<file path="src/common/dswk_defines.vh">
// Constants for the deep sleep wake source capture block
`ifndef DSWK_DEFINES_VH
`define DSWK_DEFINES_VH

// Register byte offsets
`define DSWK_OFF_WAKE 12'h000
`define DSWK_OFF_CTRL 12'h004
`define DSWK_OFF_IRQ_STAT 12'h008
`define DSWK_OFF_IRQ_MASK 12'h00C

// Wake source flag positions
`define DSWK_BIT_IOC 8
`define DSWK_BIT_FAULT 7
`define DSWK_BIT_WDT 4
`define DSWK_BIT_RTC 3
`define DSWK_BIT_MASTER_CLEAR_PIN 2
`define DSWK_WAKE_MASK 32'h0000019C
`define DSWK_WAKE_RESET 32'h00000000

// Control register fields
`define DSWK_BIT_ENTRY 15
`define DSWK_BIT_MASTER_CLEAR_PIN_EN 1
`define DSWK_BIT_RELEASE 0
`define DSWK_MASTER_CLEAR_PIN_EN_RESET 1'b1

// Interrupt status and mask fields
`define DSWK_IRQ_WIDTH 3
`define DSWK_IRQ_WAKE 0
`define DSWK_IRQ_MISMATCH 1
`define DSWK_IRQ_BLOCKED 2
`define DSWK_IRQ_RESET 3'h0

// Synchroniser depth
`define DSWK_SYNC_STAGES 2

`endif

</file>
<file path="src/dswk_sync.v">
// Two-stage synchroniser for a group of level inputs
`timescale 1ns/1ps
`include "dswk_defines.vh"

module dswk_sync #(
   parameter WIDTH = 5
) (
   ref_clk,
   rst_n,
   asyncIn,
   syncOut
);
   input wire ref_clk;
   input wire rst_n;
   input wire [WIDTH-1:0] asyncIn;
   output reg [WIDTH-1:0] syncOut;

   // First stage feeds only the second stage
   reg [WIDTH-1:0] metaStage;

   always @(posedge ref_clk or negedge rst_n) begin
      if (!rst_n) begin
         metaStage <= {WIDTH{1'b0}};
         syncOut <= {WIDTH{1'b0}};
      end else begin
         metaStage <= asyncIn;
         syncOut <= metaStage;
      end
   end
endmodule

</file>
<file path="src/dswk_wake_capture.v">
// Deep sleep wake source capture with APB register access
`timescale 1ns/1ps
`include "dswk_defines.vh"

module dswk_wake_capture #(
   parameter ADDR_WIDTH = 12
) (
   ref_clk,
   rst_n,
   psel,
   penable,
   pwrite,
   paddr,
   pwdata,
   prdata,
   pready,
   pslverr,
   iocEvent,
   sleepFault,
   sleepWatchdogTimeout,
   calendarAlarm,
   master_clear_pin_n,
   irq,
   deepSleepActive
);
   input wire ref_clk;
   input wire rst_n;
   input wire psel;
   input wire penable;
   input wire pwrite;
   input wire [ADDR_WIDTH-1:0] paddr;
   input wire [31:0] pwdata;
   output reg [31:0] prdata;
   output reg pready;
   output reg pslverr;
   input wire iocEvent;
   input wire sleepFault;
   input wire sleepWatchdogTimeout;
   input wire calendarAlarm;
   input wire master_clear_pin_n;
   output reg irq;
   output reg deepSleepActive;

   ////////////////////////////////////////////////////////////////////////
   // Address decode helper

   function addrHit;
      input [ADDR_WIDTH-1:0] addr;
      input [11:0] offset;
      begin
         addrHit = (addr == offset[ADDR_WIDTH-1:0]);
      end
   endfunction

   // One flag placed at its bit position in a word
   function [31:0] bitAt;
      input flag;
      input integer pos;
      begin
         bitAt = {31'h0, flag} << pos;
      end
   endfunction

   ////////////////////////////////////////////////////////////////////////
   // Source synchronisation

   // Change, fault, watchdog, alarm, master clear
   localparam NUM_SOURCES = 5;

   wire [NUM_SOURCES-1:0] rawSources;
   wire [NUM_SOURCES-1:0] syncSources;

   // Raw pins feed only the first flop; polarity is fixed after the second
   assign rawSources = {iocEvent, sleepFault, sleepWatchdogTimeout, calendarAlarm, master_clear_pin_n};

   dswk_sync #(
      .WIDTH(NUM_SOURCES)
   ) sourceSync (
      .ref_clk(ref_clk),
      .rst_n(rst_n),
      .asyncIn(rawSources),
      .syncOut(syncSources)
   );

   wire iocSync;
   wire faultSync;
   wire wdtSync;
   wire rtcSync;
   wire mclrAssertedSync;

   assign iocSync = syncSources[4];
   assign faultSync = syncSources[3];
   assign wdtSync = syncSources[2];
   assign rtcSync = syncSources[1];
   // Pin is active low; the flops reset to zero, so this reads asserted for
   // two edges after reset, harmless because the block is awake then
   assign mclrAssertedSync = ~syncSources[0];

   ////////////////////////////////////////////////////////////////////////
   // State

   reg [31:0] wakeFlags;
   reg releaseHold;
   reg mclrEnable;
   reg [`DSWK_IRQ_WIDTH-1:0] irqStatus;
   reg [`DSWK_IRQ_WIDTH-1:0] irqMask;
   reg writeArmed;
   reg [31:0] armedValue;

   reg [31:0] next_wakeFlags;
   reg next_releaseHold;
   reg next_mclrEnable;
   reg next_deepSleepActive;
   reg [`DSWK_IRQ_WIDTH-1:0] next_irqStatus;
   reg [`DSWK_IRQ_WIDTH-1:0] next_irqMask;
   reg next_writeArmed;
   reg [31:0] next_armedValue;
   reg [31:0] next_prdata;
   reg next_pready;
   reg next_pslverr;

   ////////////////////////////////////////////////////////////////////////
   // Bus decode

   wire hitWake;
   wire hitCtrl;
   wire hitIrqStat;
   wire hitIrqMask;
   wire mapped;
   wire accessDone;
   wire writeDone;
   wire ctrlWrite;
   wire releaseClear;

   assign hitWake = addrHit(paddr, `DSWK_OFF_WAKE);
   assign hitCtrl = addrHit(paddr, `DSWK_OFF_CTRL);
   assign hitIrqStat = addrHit(paddr, `DSWK_OFF_IRQ_STAT);
   assign hitIrqMask = addrHit(paddr, `DSWK_OFF_IRQ_MASK);
   // Anything else, misaligned offsets included, answers with an error
   assign mapped = hitWake | hitCtrl | hitIrqStat | hitIrqMask;

   // Effects land only at the edge where the master sees pready high
   assign accessDone = psel & penable & pready;
   assign writeDone = accessDone & pwrite & mapped;
   assign ctrlWrite = writeDone & hitCtrl;
   // A one in the release field keeps the hold; only a zero lets flag writes back in
   assign releaseClear = ctrlWrite & ~pwdata[`DSWK_BIT_RELEASE];

   ////////////////////////////////////////////////////////////////////////
   // Wake source capture

   wire [31:0] hwSet;
   wire anyWake;
   wire entryRequest;

   assign hwSet = bitAt(iocSync, `DSWK_BIT_IOC) |
                  bitAt(faultSync, `DSWK_BIT_FAULT) |
                  bitAt(wdtSync, `DSWK_BIT_WDT) |
                  bitAt(rtcSync, `DSWK_BIT_RTC) |
                  bitAt(mclrEnable & mclrAssertedSync, `DSWK_BIT_MASTER_CLEAR_PIN);

   // Sources only count while the device is asleep
   assign anyWake = deepSleepActive & (|hwSet);

   // Re-entering sleep while already asleep is a no-op
   assign entryRequest = ctrlWrite & pwdata[`DSWK_BIT_ENTRY] & ~deepSleepActive;

   ////////////////////////////////////////////////////////////////////////
   // Doubled-write discipline on the flag register

   wire wakeWrite;
   wire wakeBlocked;
   wire wakeCommit;
   wire wakeMismatch;

   assign wakeWrite = writeDone & hitWake;
   assign wakeBlocked = wakeWrite & releaseHold;
   // A commit needs an armed first write as the previous access, same data
   assign wakeCommit = wakeWrite & ~releaseHold & writeArmed & (pwdata == armedValue);
   assign wakeMismatch = wakeWrite & ~releaseHold & writeArmed & (pwdata != armedValue);

   always @* begin
      next_writeArmed = writeArmed;
      next_armedValue = armedValue;
      if (accessDone) begin
         if (wakeWrite & ~releaseHold & ~wakeCommit) begin
            // First half, or a mismatch that restarts the pair
            next_writeArmed = 1'b1;
            next_armedValue = pwdata;
         end else begin
            // Any other access between the two writes breaks the pair
            next_writeArmed = 1'b0;
         end
      end
   end

   ////////////////////////////////////////////////////////////////////////
   // Flags and sleep state

   always @* begin
      next_wakeFlags = wakeFlags;
      next_deepSleepActive = deepSleepActive;
      next_releaseHold = releaseHold;
      next_mclrEnable = mclrEnable;
      if (wakeCommit) begin
         next_wakeFlags = pwdata & `DSWK_WAKE_MASK;
      end
      if (entryRequest) begin
         next_wakeFlags = `DSWK_WAKE_RESET;
         next_deepSleepActive = 1'b1;
      end
      // Hardware set wins over a software write in the same cycle
      if (deepSleepActive) begin
         next_wakeFlags = next_wakeFlags | (hwSet & `DSWK_WAKE_MASK);
      end
      if (ctrlWrite) begin
         next_mclrEnable = pwdata[`DSWK_BIT_MASTER_CLEAR_PIN_EN];
      end
      if (releaseClear) begin
         next_releaseHold = 1'b0;
      end
      // Wake sets release last, so a same-cycle clear loses
      if (anyWake) begin
         next_deepSleepActive = 1'b0;
         next_releaseHold = 1'b1;
      end
   end

   ////////////////////////////////////////////////////////////////////////
   // Interrupt status and mask

   wire [`DSWK_IRQ_WIDTH-1:0] irqEvents;
   wire [31:0] irqEventWord;

   assign irqEventWord = bitAt(anyWake, `DSWK_IRQ_WAKE) |
                         bitAt(wakeMismatch, `DSWK_IRQ_MISMATCH) |
                         bitAt(wakeBlocked, `DSWK_IRQ_BLOCKED);
   // Event bits sit at the bottom of the word; the upper bits are always zero
   assign irqEvents = irqEventWord[`DSWK_IRQ_WIDTH-1:0];

   always @* begin
      next_irqStatus = irqStatus;
      next_irqMask = irqMask;
      if (writeDone & hitIrqStat) begin
         next_irqStatus = irqStatus & ~pwdata[`DSWK_IRQ_WIDTH-1:0];
      end
      if (writeDone & hitIrqMask) begin
         next_irqMask = pwdata[`DSWK_IRQ_WIDTH-1:0];
      end
      // Set wins over write-one-to-clear
      next_irqStatus = next_irqStatus | irqEvents;
   end

   ////////////////////////////////////////////////////////////////////////
   // APB answer: one wait state, data and error registered with pready
   // Read data is captured a cycle before completion; a flag set in that cycle shows on the next read

   always @* begin
      next_pready = 1'b0;
      next_pslverr = 1'b0;
      next_prdata = 32'h0000_0000;
      if (psel & penable & ~pready) begin
         next_pready = 1'b1;
         next_pslverr = ~mapped;
         if (!pwrite) begin
            if (hitWake) begin
               next_prdata = wakeFlags & `DSWK_WAKE_MASK;
            end else if (hitCtrl) begin
               next_prdata[`DSWK_BIT_ENTRY] = deepSleepActive;
               next_prdata[`DSWK_BIT_MASTER_CLEAR_PIN_EN] = mclrEnable;
               next_prdata[`DSWK_BIT_RELEASE] = releaseHold;
            end else if (hitIrqStat) begin
               next_prdata[`DSWK_IRQ_WIDTH-1:0] = irqStatus;
            end else if (hitIrqMask) begin
               next_prdata[`DSWK_IRQ_WIDTH-1:0] = irqMask;
            end
         end
      end
   end

   ////////////////////////////////////////////////////////////////////////
   // Sleep state and flag registers

   always @(posedge ref_clk or negedge rst_n) begin
      if (!rst_n) begin
         wakeFlags <= `DSWK_WAKE_RESET;
         deepSleepActive <= 1'b0;
         releaseHold <= 1'b0;
         mclrEnable <= `DSWK_MASTER_CLEAR_PIN_EN_RESET;
      end else begin
         wakeFlags <= next_wakeFlags;
         deepSleepActive <= next_deepSleepActive;
         releaseHold <= next_releaseHold;
         mclrEnable <= next_mclrEnable;
      end
   end

   ////////////////////////////////////////////////////////////////////////
   // Write pair tracking

   always @(posedge ref_clk or negedge rst_n) begin
      if (!rst_n) begin
         writeArmed <= 1'b0;
         armedValue <= 32'h0000_0000;
      end else begin
         writeArmed <= next_writeArmed;
         armedValue <= next_armedValue;
      end
   end

   ////////////////////////////////////////////////////////////////////////
   // Interrupt registers

   // Built from next state so irq rises on the same edge as its status bit
   always @(posedge ref_clk or negedge rst_n) begin
      if (!rst_n) begin
         irqStatus <= `DSWK_IRQ_RESET;
         irqMask <= `DSWK_IRQ_RESET;
         irq <= 1'b0;
      end else begin
         irqStatus <= next_irqStatus;
         irqMask <= next_irqMask;
         irq <= |(next_irqStatus & next_irqMask);
      end
   end

   ////////////////////////////////////////////////////////////////////////
   // Bus answer registers

   always @(posedge ref_clk or negedge rst_n) begin
      if (!rst_n) begin
         prdata <= 32'h0000_0000;
         pready <= 1'b0;
         pslverr <= 1'b0;
      end else begin
         prdata <= next_prdata;
         pready <= next_pready;
         pslverr <= next_pslverr;
      end
   end
endmodule

</file>
<file path="config.mk">
export PLATFORM = sky130hd
export DESIGN_NAME = dswk_wake_capture
export DESIGN_NICKNAME = d
export VERILOG_FILES = /design/src/dswk_sync.v /design/src/dswk_wake_capture.v
export VERILOG_INCLUDE_DIRS = /design/src /design/src/common
export SDC_FILE = /design/constraint.sdc
export NUM_CORES = 1
export LEC_CHECK = 0
export ABC_AREA = 1
export BUFFER_PORTS_ARGS = -buffer_cell sky130_fd_sc_hd__buf_4
export CORE_MARGIN = 1
export CORE_UTILIZATION = 40
export DETAILED_ROUTE_END_ITERATION = 6
export GPL_ROUTABILITY_DRIVEN = 0
export SLEW_MARGIN = 20
export SYNTH_ARGS = -nofsm -noshare
export SYNTH_HDL_FRONTEND = slang
export SYNTH_SLANG_ARGS = --single-unit
</file>
<file path="constraint.sdc">
create_clock -name ref_clk -period 4.3 [get_ports ref_clk]
set_input_delay 0.86 -clock ref_clk [delete_from_list [all_inputs] [get_ports ref_clk]]
set_output_delay 0.86 -clock ref_clk [all_outputs]
set_load 0.05 [all_outputs]
</file>
==> results.py, run 1 <==
metrics = {
    "outcome": {
        "status": "complete, no violations",
    },
    "setup_path": {
        "cp_max_fo": 27,
        "worstRegToRegCells": 10,
        "start_kind": "primary input",
        "arrival_ns": 2.50,
        "crit_type": "in2reg",
        "cp-end-kind": "register",
        "required_ns": 4.55,
    },
    "route": {
        "ant_nets": 0,
        "drc_errors": 0,
        "first_iter_violations": 147,
        "viasPerCell": 4.443,
        "vias": 3270,
        "avgRoutedWirePerCell_um": 11.50,
        "wl_um": 8461,
        "firstDrtPassIters": 4,
    },
    "sta": {
        "timing.final.crit_share_pct": 52.26,
        "setup-violations-final": 0,
        "finalHoldViolCount": 0,
        "fin_setup_tns_ns": 0,
        "finalWorstPathRequiredPeriod_ns": 2.247,
        "slew_viol_final": 0,
        "slew_headroom_pct": 41.99,
        "holdWs_ns": 0.3523,
        "worst_slew_pin_slew_ns": 0.8701,
        "rsz0062_at_grt": "no",
        "finClkSkew_ns": 0.006992,
        "fmax_mhz": 445.0,
    },
    "logic_synthesis": {
        "ys_seq_area_share_pct": 43.57,
        "ys_types": 30,
        "postSynthCellCount": 532,
        "synth_area_mm2": 0.003909,
        "syn_avg_cell_area_um2": 7.347,
        "ys_warn_count": 0,
        "ys_ff_latch": 68,
    },
    "global_routing": {
        "grt_pass1_wl_um": 14210,
        "antenna_found_initial": 0,
        "grt_max_degree": 69,
        "grt_pass1_vias": 3057,
        "grt_overflow": 0,
        "track_usage_pct": 18.60,
    },
    "hold_path": {
        "hold_class": "reg2reg",
        "hold_depth": 0,
    },
    "finish": {
        "final_cell_mix": "nand2_1 (201), inv_1 (82), dfrtp_1 (67)",
        "fill_cells": 952,
        "nets": 656,
        "layout_commonest_cell": "nand2_1",
        "multiInputGateArea_mm2": 0.001729,
        "syn_to_final_growth_pct": 17.86,
        "drive_gt1_share_pct": 19.77,
        "final_util_pct": 49.16,
        "n_antenna_cell": 0,
        "register_area_mm2": 0.001703,
    },
    "cts": {
        "cts-resized-gates": 0,
        "clkSinkCount": 68,
        "cts_tree": "done",
        "cts_buffer_depth": 2,
        "h-tree-depth": 3,
        "post_cts_buffers": 0,
        "clkTransAtPathRegs_ns": 0.07,
        "numCtsBuffers": 9,
        "ctsHoldBuffers": 0,
        "root_buffer": "clkbuf_8",
        "clkLatencyLatePin_ns": 0.36,
    },
    "floorplanning": {
        "num_rows": 35,
        "boundaryPins": 90,
        "fp.coreArea_mm2": 0.009371,
        "start_util_pct": 41.71,
        "die_w_um": 100.9,
        "die_h_um": 100.9,
        "dieArea_mm2": 0.01017,
    },
    "pwr": {
        "p_leak_nw": 2.454,
        "ir_worst_vdd_mv": 0.1590,
        "p_per_area_mw_per_mm2": 293.3,
        "finalPower_mw": 1.351,
    },
    "placement": {
        "dp_hpwl_um": 6252,
        "port_buffers": 65,
    },
    "flow_run": {
        "maxCapViolCount": 0,
    },
}
==> critical path, cell delays in order <==
cell and delay (ns):
buf_4 0.11, inv_1 0.04, nand2_1 0.11, nor2_2 0.24, nand4_2 0.18, nor2_4 0.19, nand3_2 0.11, nand2_4 0.37
inv_2 0.14, nand2_1 0.08, nand2_1 0.04
==> cell families (layout without fill, tap and decap cells) <==
logic type,Yosys count,in the layout,share of synthesized area (%)
XOR/XNOR,8,8,1.793
AO/OA/AOI/OAI,42,42,7.746
flip-flops,68,68,43.57
AND/OR/NAND/NOR,297,297,32.39
other,1,24,0.09594
buffers and inverters,116,168,14.40
==> per-layer routing <==
metal  global-route usage, %  up-vias  routed length, um
li1                        -     1712                  -
met1                   23.87     1461               4008
met2                   29.82       82               3814
met3                   4.092       15                442
met4                   9.030        0                196
met5                       0        -                  0
==> state kept, by name, indices dropped and copies added (netlist names) <==
| signal | count |
|---|---|
| sourceSync.metaStage | 5 |
| deepSleepActive | 1 |
| prdata | 8 |
| sourceSync.syncOut | 5 |
| releaseHold | 1 |
| irqStatus | 3 |
| wakeFlags | 5 |
| pslverr | 1 |
| armedValue | 32 |
| pready | 1 |
| mclrEnable | 1 |
| irq | 1 |
| irqMask | 3 |
| writeArmed | 1 |
==> final timing paths <==
check | startpoint | endpoint | slack, ns
max | paddr[0] | armedValue[26] | 2.05
min | sourceSync.metaStage[4] | sourceSync.syncOut[4] | 0.35
max reg2reg | armedValue[16] | armedValue[26] | 2.29
min reg2reg | sourceSync.metaStage[4] | sourceSync.syncOut[4] | 0.35
max in group asynchronous | rst_n | armedValue[12] | 3.13
min in group asynchronous | rst_n | sourceSync.metaStage[1] | 0.61
==> metrics by stage <==
stage	worst slack, ns	instance area (um2)	instances
2_1_floorplan	2.246	3995	555
3_3_place_gp	1.703	4408	720
3_5_place_dp	1.654	4408	720
4_1_cts	2.036	4607	736
5_1_grt	1.864	4607	736
6_report	2.053	4607	736
==> synth_stat cells <==
cell type | n | area (um2)
inv_2 | 2 | 7.510
nand4_2 | 1 | 12.51
nand2_1 | 201 | 754.5
buf_4 | 24 | 180.2
nor2_1 | 46 | 172.7
and3_1 | 1 | 6.260
o21ai_0 | 15 | 75.07
xor2_1 | 2 | 17.52
nor2_4 | 2 | 22.52
nand3_2 | 2 | 20.02
conb_1 | 1 | 3.750
buf_6 | 5 | 56.30
dfstp_2 | 1 | 26.28
nand3_1 | 17 | 85.08
inv_1 | 82 | 307.8
nand4_1 | 8 | 50.05
dfrtp_1 | 67 | 1677
nand2_4 | 2 | 22.52
nor3_1 | 9 | 45.04
nor3_4 | 1 | 16.27
o21ai_1 | 2 | 10.01
xnor2_1 | 6 | 52.55
clkinv_1 | 3 | 11.26
o211ai_1 | 1 | 7.510
nand3_4 | 1 | 17.52
nor2_2 | 4 | 25.02
nor3_2 | 1 | 10.01
nor4_1 | 1 | 6.260
o2111ai_1 | 2 | 17.52
o21ai_2 | 22 | 192.7
==> power breakdown <==
| part | leakage [nW] | total (mW) | internal (mW) | switching [mW] |
|---|---|---|---|---|
| Clock | 0.0918 | 0.540 | 0.269 | 0.271 |
| Sequential | 0.886 | 0.647 | 0.645 | 0.00224 |
| Combinational | 1.48 | 0.164 | 0.0505 | 0.114 |
==> cell type report <==
class	count	area share, %
multi-input cells	371	37.53
flip-flops and latches	68	36.96
repair buffers	65	10.59
inverters	87	7.089
well taps	129	3.504
clock buffers	9	2.689
clock inverters	7	1.630
(Power assumes the default switching activity.)
==> inputs of run 2 (changes only) <==
--- a/config.mk
+++ b/config.mk
@@ -6,12 +6,13 @@
 export SDC_FILE = /design/constraint.sdc
 export NUM_CORES = 1
 export LEC_CHECK = 0
-export ABC_AREA = 1
+export ABC_AREA = 0
 export BUFFER_PORTS_ARGS = -buffer_cell sky130_fd_sc_hd__buf_4
 export CORE_MARGIN = 1
 export CORE_UTILIZATION = 40
 export DETAILED_ROUTE_END_ITERATION = 6
 export GPL_ROUTABILITY_DRIVEN = 0
+export PLACE_DENSITY = 0.66
 export SLEW_MARGIN = 20
 export SYNTH_ARGS = -nofsm -noshare
 export SYNTH_HDL_FRONTEND = slang
==> constraint.sdc (replaced) <==
create_clock -name ref_clk -period 1.9 [get_ports ref_clk]
set_input_delay 0.38 -clock ref_clk [delete_from_list [all_inputs] [get_ports ref_clk]]
set_output_delay 0.38 -clock ref_clk [all_outputs]
set_load 0.05 [all_outputs]
==> run 2 against run 1 <==
Effect of this change: the flow now finishes with violations (setup timing); final cell count shrank 34%; highest routed layer unchanged; area after synthesis shrank 16%; power grew 120%; non-clock buffer count grew 42; largest power group unchanged.
==> results.py, run 2 <==
metrics = {
    "cts": {
        "root_buffer": "clkbuf_8",
        "cts_tree": "done",
        "clkLatencyLatePin_ns": 0.35,
        "h-tree-depth": 3,
        "clkTransAtPathRegs_ns": 0.08,
        "cts_buffer_depth": 2,
        "clkSinkCount": 68,
        "numCtsBuffers": 9,
    },
    "floorplanning": {
        "fp.coreArea_mm2": 0.007848,
        "start_util_pct": 41.98,
        "die_w_um": 92.75,
        "dieArea_mm2": 0.008603,
        "boundaryPins": 90,
        "num_rows": 32,
        "die_h_um": 92.75,
    },
    "finish": {
        "top_regs": "armedValue (32), prdata (8)",
        "syn_to_final_growth_pct": 34.79,
        "multiInputGateArea_mm2": 0.001548,
        "register_area_mm2": 0.001704,
        "final_cell_mix": "buf_4 (98), dfrtp_1 (66), xor2_1 (32)",
        "largest_reg_flops": 32,
        "nets": 434,
        "top_register": "armedValue",
        "drive_gt1_share_pct": 41.82,
        "final_util_pct": 56.58,
        "final_cells": 487,
        "fill_cells": 704,
        "n_antenna_cell": 0,
        "layout_commonest_cell": "buf_4",
    },
    "sta": {
        "rsz0062_at_grt": "yes",
        "setup-violations-final": 42,
        "finalHoldViolCount": 0,
        "timing.final.crit_share_pct": 106.4,
        "finalWorstPathRequiredPeriod_ns": 2.021,
        "holdWs_ns": 0.1359,
        "fmax_mhz": 494.7,
        "worst_slack_ns": -0.1214,
        "finClkSkew_ns": 0.007214,
        "slew_viol_final": 0,
    },
    "setup_path": {
        "cp_max_fo": 25,
        "timing.rr.start": "armedValue[28]",
        "cp-end-kind": "register",
        "start_kind": "primary input",
        "arrival_ns": 2.26,
        "reg2reg_to": "armedValue[23]",
        "r2r_setup_slack_ns": -0.10,
        "crit_type": "in2reg",
        "required_ns": 2.14,
        "worstRegToRegCells": 7,
    },
    "hold_path": {
        "hold_class": "in2reg",
        "hold_start": "calendarAlarm",
        "hold_depth": 1,
        "hold_end": "sourceSync.metaStage[1]",
    },
    "logic_synthesis": {
        "synth.top_cell.area_share_pct": 50.89,
        "yosysMostFrequentCell": "dfrtp_1",
        "ys_types": 44,
        "synth_area_mm2": 0.003294,
        "ys_ff_latch": 68,
        "yosysTopAreaCell": "dfrtp_1",
        "ys_warn_count": 0,
        "synthTopCellsByArea": "dfrtp_1 (51%), mux2_1 (9.9%), xor2_1 (8.5%), buf_4 (5.5%), mux2_2 (2.4%)",
        "synth_edf_count": 0,
        "syn_avg_cell_area_um2": 12.25,
        "yosys-top-cells-count": "dfrtp_1 (67), xor2_1 (32), mux2_1 (29)",
        "async_flop_share_pct": 100.0,
        "postSynthCellCount": 269,
        "ys_seq_area_share_pct": 51.69,
        "synth_ff_type": "dfrtp_1",
    },
    "global_routing": {
        "track_usage_pct": 16.37,
        "grt_pass1_wl_um": 10870,
        "grt_pass1_vias": 2415,
        "grt_max_degree": 30,
        "antenna_found_initial": 0,
        "grt_overflow": 0,
    },
    "outcome": {
        "status": "complete, but fails checks",
        "violations": "setup timing",
    },
    "placement": {
        "dpl.cell_count": 467,
        "port_buffers": 65,
        "dp_hpwl_um": 5013,
    },
    "route": {
        "wl_um": 6732,
        "viasPerCell": 4.967,
        "ant_nets": 0,
        "avgRoutedWirePerCell_um": 13.82,
        "vias": 2419,
        "drc_errors": 0,
        "first_iter_violations": 109,
        "firstDrtPassIters": 4,
    },
    "flow_run": {
        "maxCapViolCount": 0,
    },
    "pwr": {
        "p_leak_nw": 2.235,
        "p_per_area_mw_per_mm2": 676.2,
        "ir_worst_vdd_mv": 0.5182,
        "finalPower_mw": 3.003,
    },
}
## run 2: changes by cell type in the layout (fill, tap and decap cells not counted), sizes merged, moves of 34 or more
cell / delta
o21ai: -34
nand2: -189
inv: -82
mux2: +36
nor2: -45
buf: +41
## run 2: timing repair
action,4_1_cts,5_1_grt
resized for setup,19,8
hold buffers,1,0
endpoints found under the hold margin,25,0
endpoints found under the setup margin,43,45
buffers inserted,3,1
pin swaps,8,8
cloned,0,0
## run 2: area by class of cell
type                       count  share of cell area, %
sequential                    68                  38.38
inverter                       2                 0.1691
tap                          102                  2.874
multi-input combinational    192                  34.85
timing repair buffer         107                  19.22
clock inverter                 7                  1.719
clock buffer                   9                  2.790
## run 2: cell families (layout without fill, tap and decap cells)
logic type      after synthesis  count (layout)  synth area share [%]
flops                        68              68                 51.69
xor+xnor                     32              32                 8.507
mux                          37              37                 12.61
other cells                   1              24                0.1138
compound gates               28              28                 6.570
buf+inv                      32             125                 7.064
simple gates                 71              71                 13.45
## run 2: layer usage
layer  track usage [%]  wire length, um
met2             27.41             3329
met3             5.911              542
met1             19.96             2786
met4             4.359               74
met5                 0                0
## run 2: worst max-delay path by stage
stage	end	from	cells past startpoint
floorplan	armedValue[0]	paddr[9]	6
global placement	armedValue[28]	paddr[9]	7
detailed placement	armedValue[23]	paddr[9]	7
CTS	armedValue[28]	paddr[8]	7
global route	armedValue[16]	armedValue[28]	7
finish	armedValue[28]	paddr[8]	7
## run 2: worst max-delay path: stages
cell and delay (ns):
buf_4 0.11, or4_4 0.55, nor4_4 0.32, nand2_2 0.11, a31oi_4 0.21, buf_12 0.21
mux2_2 0.35
## run 2: power by group
group / total, mW / internal [mW] / switching [mW]
Combinational: 0.354 / 0.134 / 0.220
Clock: 1.18 / 0.612 / 0.572
Sequential: 1.46 / 1.46 / 0.00518
Total: 3.00 / 2.21 / 0.797
## run 2: metrics by stage
stage                     TNS (ns)  setup slack (ns)  cell area [um2]
final                       -3.426           -0.1214             4441
after CTS                   -3.466           -0.1178             4397
after floorplan             -13.76           -0.3656             3392
after global routing        -7.194           -0.2165             4441
after detailed placement    -22.12           -0.5033             4093
after global placement      -20.63           -0.4581             4093
